`config.mk`:
```
export PLATFORM = sky130hd
export DESIGN_NAME = fdss_sequencer
export DESIGN_NICKNAME = d
export VERILOG_FILES = /design/src/fdss_pkg.sv /design/src/fdss_pct_if.sv /design/src/fdss_sequencer.sv /design/src/fdss_pct_unit.sv
export SDC_FILE = /design/constraint.sdc
export NUM_CORES = 1
export LEC_CHECK = 0
export BUFFER_PORTS_ARGS = -buffer_cell sky130_fd_sc_hd__buf_2
export CAP_MARGIN = 5
export CORE_MARGIN = 2
export CORE_UTILIZATION = 55
export DETAILED_ROUTE_END_ITERATION = 6
export GPL_ROUTABILITY_DRIVEN = 1
export GPL_TIMING_DRIVEN = 0
export MAX_ROUTING_LAYER = met4
export PLACE_DENSITY_LB_ADDON = 0.3
export SLEW_MARGIN = 5
export SYNTH_ARGS = -nofsm -noshare
export SYNTH_HDL_FRONTEND = slang
export SYNTH_SLANG_ARGS = --single-unit
```
`constraint.sdc`:
```
create_clock -name sys_clk -period 22.2 [get_ports sys_clk]
set_input_delay 2.22 -clock sys_clk [delete_from_list [all_inputs] [get_ports sys_clk]]
set_output_delay 2.22 -clock sys_clk [all_outputs]
set_load 0.01 [all_outputs]
```
`src/fdss_pkg.sv`:
```
// Purpose: Shared constants and types for the focus drive start sequencer.
// Assumes: 16-bit position words and a 12-bit DAC latch.
// Notes:   All figures used by more than one file live here.
package fdss_pkg;

    localparam int          W                 = 16;
    localparam int          MANUAL_BIT        = 1;
    localparam logic [7:0]  PCT_FIRST         = 8'h07;
    localparam logic [7:0]  PCT_SECOND        = 8'h5a;
    localparam logic [15:0] PCT_DIV           = 16'h0064;
    localparam logic [15:0] BP1_MANUAL_MIN    = 16'h003c;
    localparam logic [15:0] BP2_MANUAL_GAP    = 16'h0041;
    localparam logic [15:0] MIN_DRIVE_STEP    = 16'h0004;
    localparam logic [15:0] CMD_BITS_MASK     = 16'hf000;
    localparam logic [15:0] DAC_MASK          = 16'h0fff;
    localparam int          DAC_W             = 12;
    localparam logic [15:0] SERVO_ENABLE_MASK = 16'h1000;
    localparam logic [7:0]  PACE_INIT         = 8'h1e;
    localparam logic [2:0]  REGION_ACCEL      = 3'h0;
    localparam logic [2:0]  REGION_CRUISE     = 3'h2;
    localparam logic [2:0]  REGION_DECEL      = 3'h4;
    localparam logic [2:0]  REGION_CONVERGE   = 3'h6;
    localparam logic [15:0] TIMER_CTRL_START  = 16'he001;
    localparam logic [7:0]  BACKUP_TICK_INIT  = 8'h19;

    typedef enum logic [3:0] {
        S_IDLE, S_PCT1, S_BP1, S_BP2, S_BRAKE, S_PORT_RD,
        S_PORT_WR, S_DAC_LD, S_ENABLE, S_TIMER, S_WDOG
    } fdss_state_t;

endpackage : fdss_pkg

```
`src/fdss_pct_if.sv`:
```
// Purpose: Carries a percentage request and its registered result.
// Assumes: One request per cycle, result one cycle later.
// Notes:   Master drives magnitude and percent.
`timescale 1ns/1ps
`default_nettype none
interface fdss_pct_if;
    logic [15:0] magnitude;
    logic [7:0]  percent;
    logic [15:0] result;
    modport master (output magnitude, output percent, input result);
    modport unit   (input magnitude, input percent, output result);
endinterface : fdss_pct_if
`default_nettype wire

```
`src/fdss_sequencer.sv`:
```
// Purpose: Computes ramp breakpoints and brings up the servo drive at motion start.
// Assumes: Inputs are synchronous to sys_clk; start is taken only when idle.
// Notes:   One start runs eleven cycles; profile ticks are refused meanwhile.
`timescale 1ns/1ps
`default_nettype none

// Notes on behaviour
// Flag word bit 1 selects manual mode.
// Computer mode first breakpoint is seven percent.
// Manual first breakpoint at least sixty counts.
// Direction picks subtract or add for breakpoint one.
// Start copies position, clears screw and filter.
// Second breakpoint ninety percent via divide-by-hundred.
// Manual second breakpoint stays 65 below error.
// Breakpoint two uses same direction rule.
// Measured velocity cleared at brake command.
// Keep only upper four command port bits.
// Initial drive four counts, negated when down.
// Merge 12-bit drive, write port, load DAC.
// Servo enable written only after DAC load.
// Ramp pace counter starts at thirty.
// Profile region index starts at zero.
// Regions encode as 0, 2, 4, 6.
// Profile timer started with control value e001.
// Backup tick counter loaded with 25 last.
// Sixteen-bit arithmetic; sequence atomic before ticks.
module fdss_sequencer
    import fdss_pkg::*;
(
    // Clock and reset.
    input  wire logic           sys_clk,
    input  wire logic           rst,
    // Motion command.
    input  wire logic           start,
    input  wire logic [15:0]    position_error,
    input  wire logic [15:0]    present_position,
    input  wire logic           drive_down_flag,
    input  wire logic [15:0]    system_flags,
    // Port readback and profile tick.
    input  wire logic [15:0]    port_in,
    input  wire logic           profile_tick,
    // Sequencer status.
    output logic                busy,
    output logic                done,
    output logic                tick_accept,
    // Tracking state.
    output logic [15:0]         ramp_breakpoint_one,
    output logic [15:0]         ramp_breakpoint_two,
    output logic [15:0]         previous_position,
    output logic [15:0]         screw_sensor_last,
    output logic [15:0]         screw_transition_count,
    output logic                filter_overflow,
    output logic [15:0]         filter_accum,
    output logic [15:0]         measured_velocity,
    output logic [7:0]          ramp_pace_counter,
    output logic [2:0]          profile_region_index,
    output logic [7:0]          backup_tick_counter,
    // Drive outputs.
    output logic                brake_cmd,
    output logic [15:0]         out_port,
    output logic                out_port_we,
    output logic [11:0]         dac_latch,
    output logic                dac_we,
    output logic [15:0]         timer_ctrl,
    output logic                timer_we
);

    fdss_pct_if pct ();

    fdss_pct_unit u_pct (
        .sys_clk (sys_clk),
        .rst     (rst),
        .pct     (pct)
    );

    fdss_state_t state_reg, state_next;
    logic [15:0] err_reg, err_next;
    logic [15:0] pos_reg, pos_next;
    logic        dir_reg, dir_next;
    logic        man_reg, man_next;
    logic [15:0] word_reg, word_next;
    logic [15:0] bp1_reg, bp1_next, bp2_reg, bp2_next;
    logic [15:0] prev_reg, prev_next, scrl_reg, scrl_next;
    logic [15:0] scrc_reg, scrc_next, fil_reg, fil_next, vel_reg, vel_next;
    logic        fovr_reg, fovr_next;
    logic [7:0]  pace_reg, pace_next, wdog_reg, wdog_next;
    logic [2:0]  region_reg, region_next;
    logic [15:0] port_reg, port_next, tctl_reg, tctl_next;
    logic [11:0] dac_reg, dac_next;
    logic        brake_reg, brake_next, port_we_reg, port_we_next;
    logic        dac_we_reg, dac_we_next, tim_we_reg, tim_we_next;
    logic        done_reg, done_next;
    logic [15:0] mag;
    logic [15:0] drive;

    assign pct.magnitude = err_reg;
    assign pct.percent   = (state_reg == S_BP1 || state_reg == S_BP2) ? PCT_SECOND : PCT_FIRST;

    ////////////////////////////////////////////////////////////////////////////////////////////////
    // Next-state computation.
    always_comb begin
        state_next   = state_reg;
        err_next     = err_reg;
        pos_next     = pos_reg;
        dir_next     = dir_reg;
        man_next     = man_reg;
        word_next    = word_reg;
        bp1_next     = bp1_reg;
        bp2_next     = bp2_reg;
        prev_next    = prev_reg;
        scrl_next    = scrl_reg;
        scrc_next    = scrc_reg;
        fil_next     = fil_reg;
        fovr_next    = fovr_reg;
        vel_next     = vel_reg;
        pace_next    = pace_reg;
        wdog_next    = wdog_reg;
        region_next  = region_reg;
        port_next    = port_reg;
        tctl_next    = tctl_reg;
        dac_next     = dac_reg;
        brake_next   = 1'b0;
        port_we_next = 1'b0;
        dac_we_next  = 1'b0;
        tim_we_next  = 1'b0;
        done_next    = 1'b0;
        mag          = pct.result;
        drive        = dir_reg ? 16'(~MIN_DRIVE_STEP + 16'h0001) : MIN_DRIVE_STEP;
        case (state_reg)
            S_IDLE: begin
                if (start) begin
                    err_next   = position_error[15] ? 16'(~position_error + 16'h0001) : position_error;
                    pos_next   = present_position;
                    dir_next   = drive_down_flag;
                    man_next   = system_flags[MANUAL_BIT];
                    state_next = S_PCT1;
                end
            end
            S_PCT1: begin
                state_next = S_BP1;
            end
            S_BP1: begin
                if (man_reg && pct.result <= BP1_MANUAL_MIN) begin
                    mag = BP1_MANUAL_MIN;
                end
                bp1_next   = dir_reg ? 16'(pos_reg + ~mag + 16'h0001) : 16'(pos_reg + mag);
                prev_next  = pos_reg;
                scrl_next  = pos_reg;
                scrc_next  = 16'h0000;
                fovr_next  = 1'b0;
                fil_next   = 16'h0000;
                state_next = S_BP2;
            end
            S_BP2: begin
                if (man_reg && 16'(err_reg - pct.result) < BP2_MANUAL_GAP) begin
                    mag = 16'(err_reg - BP2_MANUAL_GAP);
                end
                bp2_next   = dir_reg ? 16'(pos_reg + ~mag + 16'h0001) : 16'(pos_reg + mag);
                state_next = S_BRAKE;
            end
            S_BRAKE: begin
                vel_next   = 16'h0000;
                brake_next = 1'b1;
                state_next = S_PORT_RD;
            end
            S_PORT_RD: begin
                word_next  = port_in & CMD_BITS_MASK;
                state_next = S_PORT_WR;
            end
            S_PORT_WR: begin
                word_next    = word_reg | (drive & DAC_MASK);
                port_next    = word_reg | (drive & DAC_MASK);
                port_we_next = 1'b1;
                state_next   = S_DAC_LD;
            end
            S_DAC_LD: begin
                dac_next    = word_reg[DAC_W-1:0];
                dac_we_next = 1'b1;
                state_next  = S_ENABLE;
            end
            S_ENABLE: begin
                word_next    = word_reg | SERVO_ENABLE_MASK;
                port_next    = word_reg | SERVO_ENABLE_MASK;
                port_we_next = 1'b1;
                state_next   = S_TIMER;
            end
            S_TIMER: begin
                pace_next   = PACE_INIT;
                region_next = REGION_ACCEL;
                tctl_next   = TIMER_CTRL_START;
                tim_we_next = 1'b1;
                state_next  = S_WDOG;
            end
            S_WDOG: begin
                wdog_next  = BACKUP_TICK_INIT;
                done_next  = 1'b1;
                state_next = S_IDLE;
            end
            default: begin
                state_next = S_IDLE;
            end
        endcase
    end

    ////////////////////////////////////////////////////////////////////////////////////////////////
    // State registers.
    always_ff @(posedge sys_clk) begin
        if (rst) begin
            state_reg   <= S_IDLE;
            err_reg     <= 16'h0000;
            pos_reg     <= 16'h0000;
            dir_reg     <= 1'b0;
            man_reg     <= 1'b0;
            word_reg    <= 16'h0000;
            bp1_reg     <= 16'h0000;
            bp2_reg     <= 16'h0000;
            prev_reg    <= 16'h0000;
            scrl_reg    <= 16'h0000;
            scrc_reg    <= 16'h0000;
            fil_reg     <= 16'h0000;
            fovr_reg    <= 1'b0;
            vel_reg     <= 16'h0000;
            pace_reg    <= 8'h00;
            wdog_reg    <= 8'h00;
            region_reg  <= REGION_ACCEL;
            port_reg    <= 16'h0000;
            tctl_reg    <= 16'h0000;
            dac_reg     <= 12'h000;
            brake_reg   <= 1'b0;
            port_we_reg <= 1'b0;
            dac_we_reg  <= 1'b0;
            tim_we_reg  <= 1'b0;
            done_reg    <= 1'b0;
        end else begin
            state_reg   <= state_next;
            err_reg     <= err_next;
            pos_reg     <= pos_next;
            dir_reg     <= dir_next;
            man_reg     <= man_next;
            word_reg    <= word_next;
            bp1_reg     <= bp1_next;
            bp2_reg     <= bp2_next;
            prev_reg    <= prev_next;
            scrl_reg    <= scrl_next;
            scrc_reg    <= scrc_next;
            fil_reg     <= fil_next;
            fovr_reg    <= fovr_next;
            vel_reg     <= vel_next;
            pace_reg    <= pace_next;
            wdog_reg    <= wdog_next;
            region_reg  <= region_next;
            port_reg    <= port_next;
            tctl_reg    <= tctl_next;
            dac_reg     <= dac_next;
            brake_reg   <= brake_next;
            port_we_reg <= port_we_next;
            dac_we_reg  <= dac_we_next;
            tim_we_reg  <= tim_we_next;
            done_reg    <= done_next;
        end
    end

    assign busy                   = (state_reg != S_IDLE);
    assign tick_accept            = profile_tick && !busy && !done_reg;
    assign done                   = done_reg;
    assign ramp_breakpoint_one    = bp1_reg;
    assign ramp_breakpoint_two    = bp2_reg;
    assign previous_position      = prev_reg;
    assign screw_sensor_last      = scrl_reg;
    assign screw_transition_count = scrc_reg;
    assign filter_overflow        = fovr_reg;
    assign filter_accum           = fil_reg;
    assign measured_velocity      = vel_reg;
    assign ramp_pace_counter      = pace_reg;
    assign profile_region_index   = region_reg;
    assign backup_tick_counter    = wdog_reg;
    assign brake_cmd              = brake_reg;
    assign out_port               = port_reg;
    assign out_port_we            = port_we_reg;
    assign dac_latch              = dac_reg;
    assign dac_we                 = dac_we_reg;
    assign timer_ctrl             = tctl_reg;
    assign timer_we               = tim_we_reg;
endmodule : fdss_sequencer
`default_nettype wire

```
`src/fdss_pct_unit.sv`:
```
// Purpose: Scales a magnitude by a percentage the way the drive firmware does.
// Assumes: Magnitude is unsigned, percent at most 100.
// Notes:   Result is registered, valid the cycle after the request.
`timescale 1ns/1ps
`default_nettype none
module fdss_pct_unit
    import fdss_pkg::*;
(
    // Clock and reset.
    input  wire logic   sys_clk,
    input  wire logic   rst,
    // Request and result.
    fdss_pct_if.unit    pct
);

    logic [15:0] result_reg;
    logic [15:0] result_next;
    logic [15:0] quot;
    logic [15:0] rem;
    logic [31:0] whole_part;
    logic [31:0] frac_part;

    // Quotient times percent plus remainder times percent over one hundred.
    always_comb begin
        quot        = pct.magnitude / PCT_DIV;
        rem         = pct.magnitude % PCT_DIV;
        whole_part  = {16'h0000, quot} * {24'h000000, pct.percent};
        frac_part   = ({16'h0000, rem} * {24'h000000, pct.percent}) / {16'h0000, PCT_DIV};
        result_next = whole_part[15:0] + frac_part[15:0];
    end

    always_ff @(posedge sys_clk) begin
        if (rst) begin
            result_reg <= 16'h0000;
        end else begin
            result_reg <= result_next;
        end
    end

    assign pct.result = result_reg;

endmodule : fdss_pct_unit
`default_nettype wire

```
==> impl_metrics.env <==
export IMPL_status="finished, violations left"
export IMPL_violations="DRC"
export IMPL_num_rows=70
export IMPL_fmax_mhz=45.4
export IMPL_required_ns=22.51
export IMPL_cp_slowest_cell="fa_1"
export IMPL_synthFlopType="dfxtp_1"
export IMPL_path_class="flop to flop"
export IMPL_worstPathArrival_ns=22.35
export IMPL_met2_usage_pct=53.8
export IMPL_grt_first_pass_wirelength_um=95000
export IMPL_grt_pass1_vias=19386
export IMPL_cp_startpoint="err_reg[10]"
export IMPL_top_usage_layer="met2"
export IMPL_io_buffers=146
export IMPL_antenna_found_initial=3
export IMPL_clk_latency_ns=0.45
export IMPL_fp_dieH_um=195
export IMPL_cpMostUsedCell="a21oi_2"
export IMPL_gp_congestion=0.958
export IMPL_grt_overflow_total=0
export IMPL_ys_ff_latch=147
export IMPL_synth_warnings=0
export IMPL_dp_hpwl_um=46100
export IMPL_first_pass_iters=7
export IMPL_grtUsageTotal_pct=31.0
export IMPL_critPathMaxFanout=8
export IMPL_drtAntennaViolNets=0
export IMPL_nets=3372
export IMPL_wirelength_um=63200
export IMPL_slew_headroom_pct=30.5
export IMPL_fin_crit_ns=22.04
export IMPL_io_pin_count=252
export IMPL_placed_cells=3380
export IMPL_dieArea_um2=38100
export IMPL_worstMarginPinSlew_ns=1.04
export IMPL_met1_usage_pct=37.0
export IMPL_h_tree_depth=4
export IMPL_die_w_um=195
export IMPL_clock_path_buffers=2
export IMPL_avgSynthCellArea_um2=7.61
export IMPL_cts_made_buffers=17
export IMPL_drive_gt1_share_pct=22.9
export IMPL_clk_pin_slew_ns=0.07
export IMPL_initial_core_util_pct=55.4
export IMPL_cp_slowest_stage_delay_ns=0.54
export IMPL_fin_skew_ns=0.00811
export IMPL_hp_start="ramp_breakpoint_one[11]"
export IMPL_vias=21025
export IMPL_wl_per_cell_um=18.0
export IMPL_hp_class="flop to flop"
export IMPL_dp_slack_ns=-4.00
export IMPL_synth_seq_area_share_pct=14.6
export IMPL_numClockSinks=147
export IMPL_drc=2
export IMPL_fin_crit_sh_pct=99.3
export IMPL_area_delta_synth_final_pct=21.6
export IMPL_setup_viol=0
export IMPL_fin_util_pct=67.3
export IMPL_rr_startpoint="err_reg[10]"
export IMPL_drv_slew=0
export IMPL_synthArstFlopShare_pct=0
export IMPL_syn_inst=2644
export IMPL_worstSetupStartpointType="flop"
export IMPL_final_common_cell="nand2_1"
export IMPL_final_cell_mix="nand2_1 (260), nor2_1 (254), inv_1 (246)"
export IMPL_cts_tree="built"
export IMPL_avgViaCountPerCell=5.97
export IMPL_core_um2=36300
export IMPL_cp_end_kind="flop"
export IMPL_grt_use_met3_pct=2.61
export IMPL_grt_max_degree=17
export IMPL_fin_cells=3519
export IMPL_hold_violations=0
export IMPL_root_buffer="clkbuf_16"
export IMPL_max_cap_viol_count=0
export IMPL_setup_ws_ns=0.161
export IMPL_synth_cell_types=121
export IMPL_drtIter0Drc=1806
export IMPL_synthesis_area_um2=20100
export IMPL_synth_edf_count=0
## cells in the mapped netlist, types with 7 or more instances
master / number / share of area, %
xor2_1: 46 / 2.0
and2_1: 20 / 0.62
a211o_1: 13 / 0.57
o221ai_1: 7 / 0.30
a211oi_1: 55 / 2.1
and3_1: 20 / 0.62
inv_1: 250 / 4.7
mux2_2: 14 / 0.78
a21oi_1: 194 / 4.8
o21a_1: 27 / 1.0
nand3_1: 51 / 1.3
buf_4: 113 / 4.2
clkbuf_1: 89 / 1.7
ha_1: 188 / 12
xnor2_1: 96 / 4.2
nand2_1: 268 / 5.0
buf_1: 11 / 0.21
nor3_1: 49 / 1.2
o221a_2: 12 / 0.67
or4_1: 8 / 0.30
or2_2: 18 / 0.56
o21ai_1: 19 / 0.47
o21bai_1: 27 / 1.0
o21ai_0: 73 / 1.8
nor2b_1: 14 / 0.44
fa_1: 81 / 8.1
a31oi_1: 22 / 0.68
buf_2: 18 / 0.45
a2111oi_0: 8 / 0.35
o211ai_1: 21 / 0.78
nor4_1: 24 / 0.75
mux2i_1: 25 / 1.2
nand2b_1: 15 / 0.47
nand4_1: 20 / 0.62
dfxtp_1: 147 / 15
or3_1: 15 / 0.47
o31ai_1: 11 / 0.41
a21o_1: 62 / 2.3
nor2_1: 266 / 5.0
a21oi_2: 11 / 0.48
o2111ai_1: 8 / 0.35
## critical path: cells and delay by family (launching register included)
| family | cells | cell delay [ns] |
|---|---|---|
| adders and majority gates | 11 | 3.79 |
| xor gates and xnor gates | 8 | 1.32 |
| muxes | 1 | 0.24 |
| DFF | 1 | 0.35 |
| AOI/OAI and AO/OA | 51 | 11.33 |
| buffers and inverters | 18 | 2.16 |
| and+or+nand+nor | 18 | 2.72 |
## timing repair
action,CTS,global route
hold buffers,0,0
endpoints found under the setup margin,16,13
resized for setup,90,153
pin swaps,22,106
setup buffers,32,76
## layer usage
layer / wire length, µm / vias up
met2: 30800 / 1093
met5: 0 / -
met3: 4460 / 295
met1: 24800 / 9823
met4: 3130 / 0
li1: - / 9814
## final timing paths
path | slack [ns] | endpoint | depth (start not counted)
setup reg to reg | 0.16 | u_pct.pct.result[15] | 107
hold / removal | 0.45 | ramp_breakpoint_one[11] | 2
setup / recovery | 0.16 | u_pct.pct.result[15] | 107
hold reg to reg | 0.45 | ramp_breakpoint_one[11] | 2
## metrics by stage
stage / cell area [µm²] / setup TNS [ns] / hold WS (ns)
after floorplan: 20600 / 0 / 0.445
after global placement: 21900 / -36.63 / 0.437
after detailed placement: 21900 / -43.00 / 0.443
after CTS: 23200 / 0 / 0.453
after global routing: 24500 / -2.03 / 0.479
final: 24500 / 0 / 0.455
## cell families after synthesis
| logic type | count (synthesis) | share of synthesized area [%] |
|---|---|---|
| AOI/OAI and AO/OA | 711 | 25.8 |
| other | 2 | 0.0373 |
| DFF | 147 | 14.6 |
| and+or+nand+nor | 828 | 18.9 |
| xor gates and xnor gates | 147 | 6.68 |
| muxes | 43 | 2.31 |
| adders and majority gates | 275 | 20.0 |
| buffers and inverters | 491 | 11.6 |
## final cells by class
class	instances	area [µm²]
antenna	4	10.0
buffer	233	1420
clock buffer	17	425
clock inverter	15	165
fill	2989	11900
inverter	254	953
multi-input combinational	2127	16400
sequential	147	2950
tap	468	586
timing repair buffer	254	1560
Power is not shown: default switching activity piles up to over one toggle a cycle in this logic, so the estimate is an artifact.
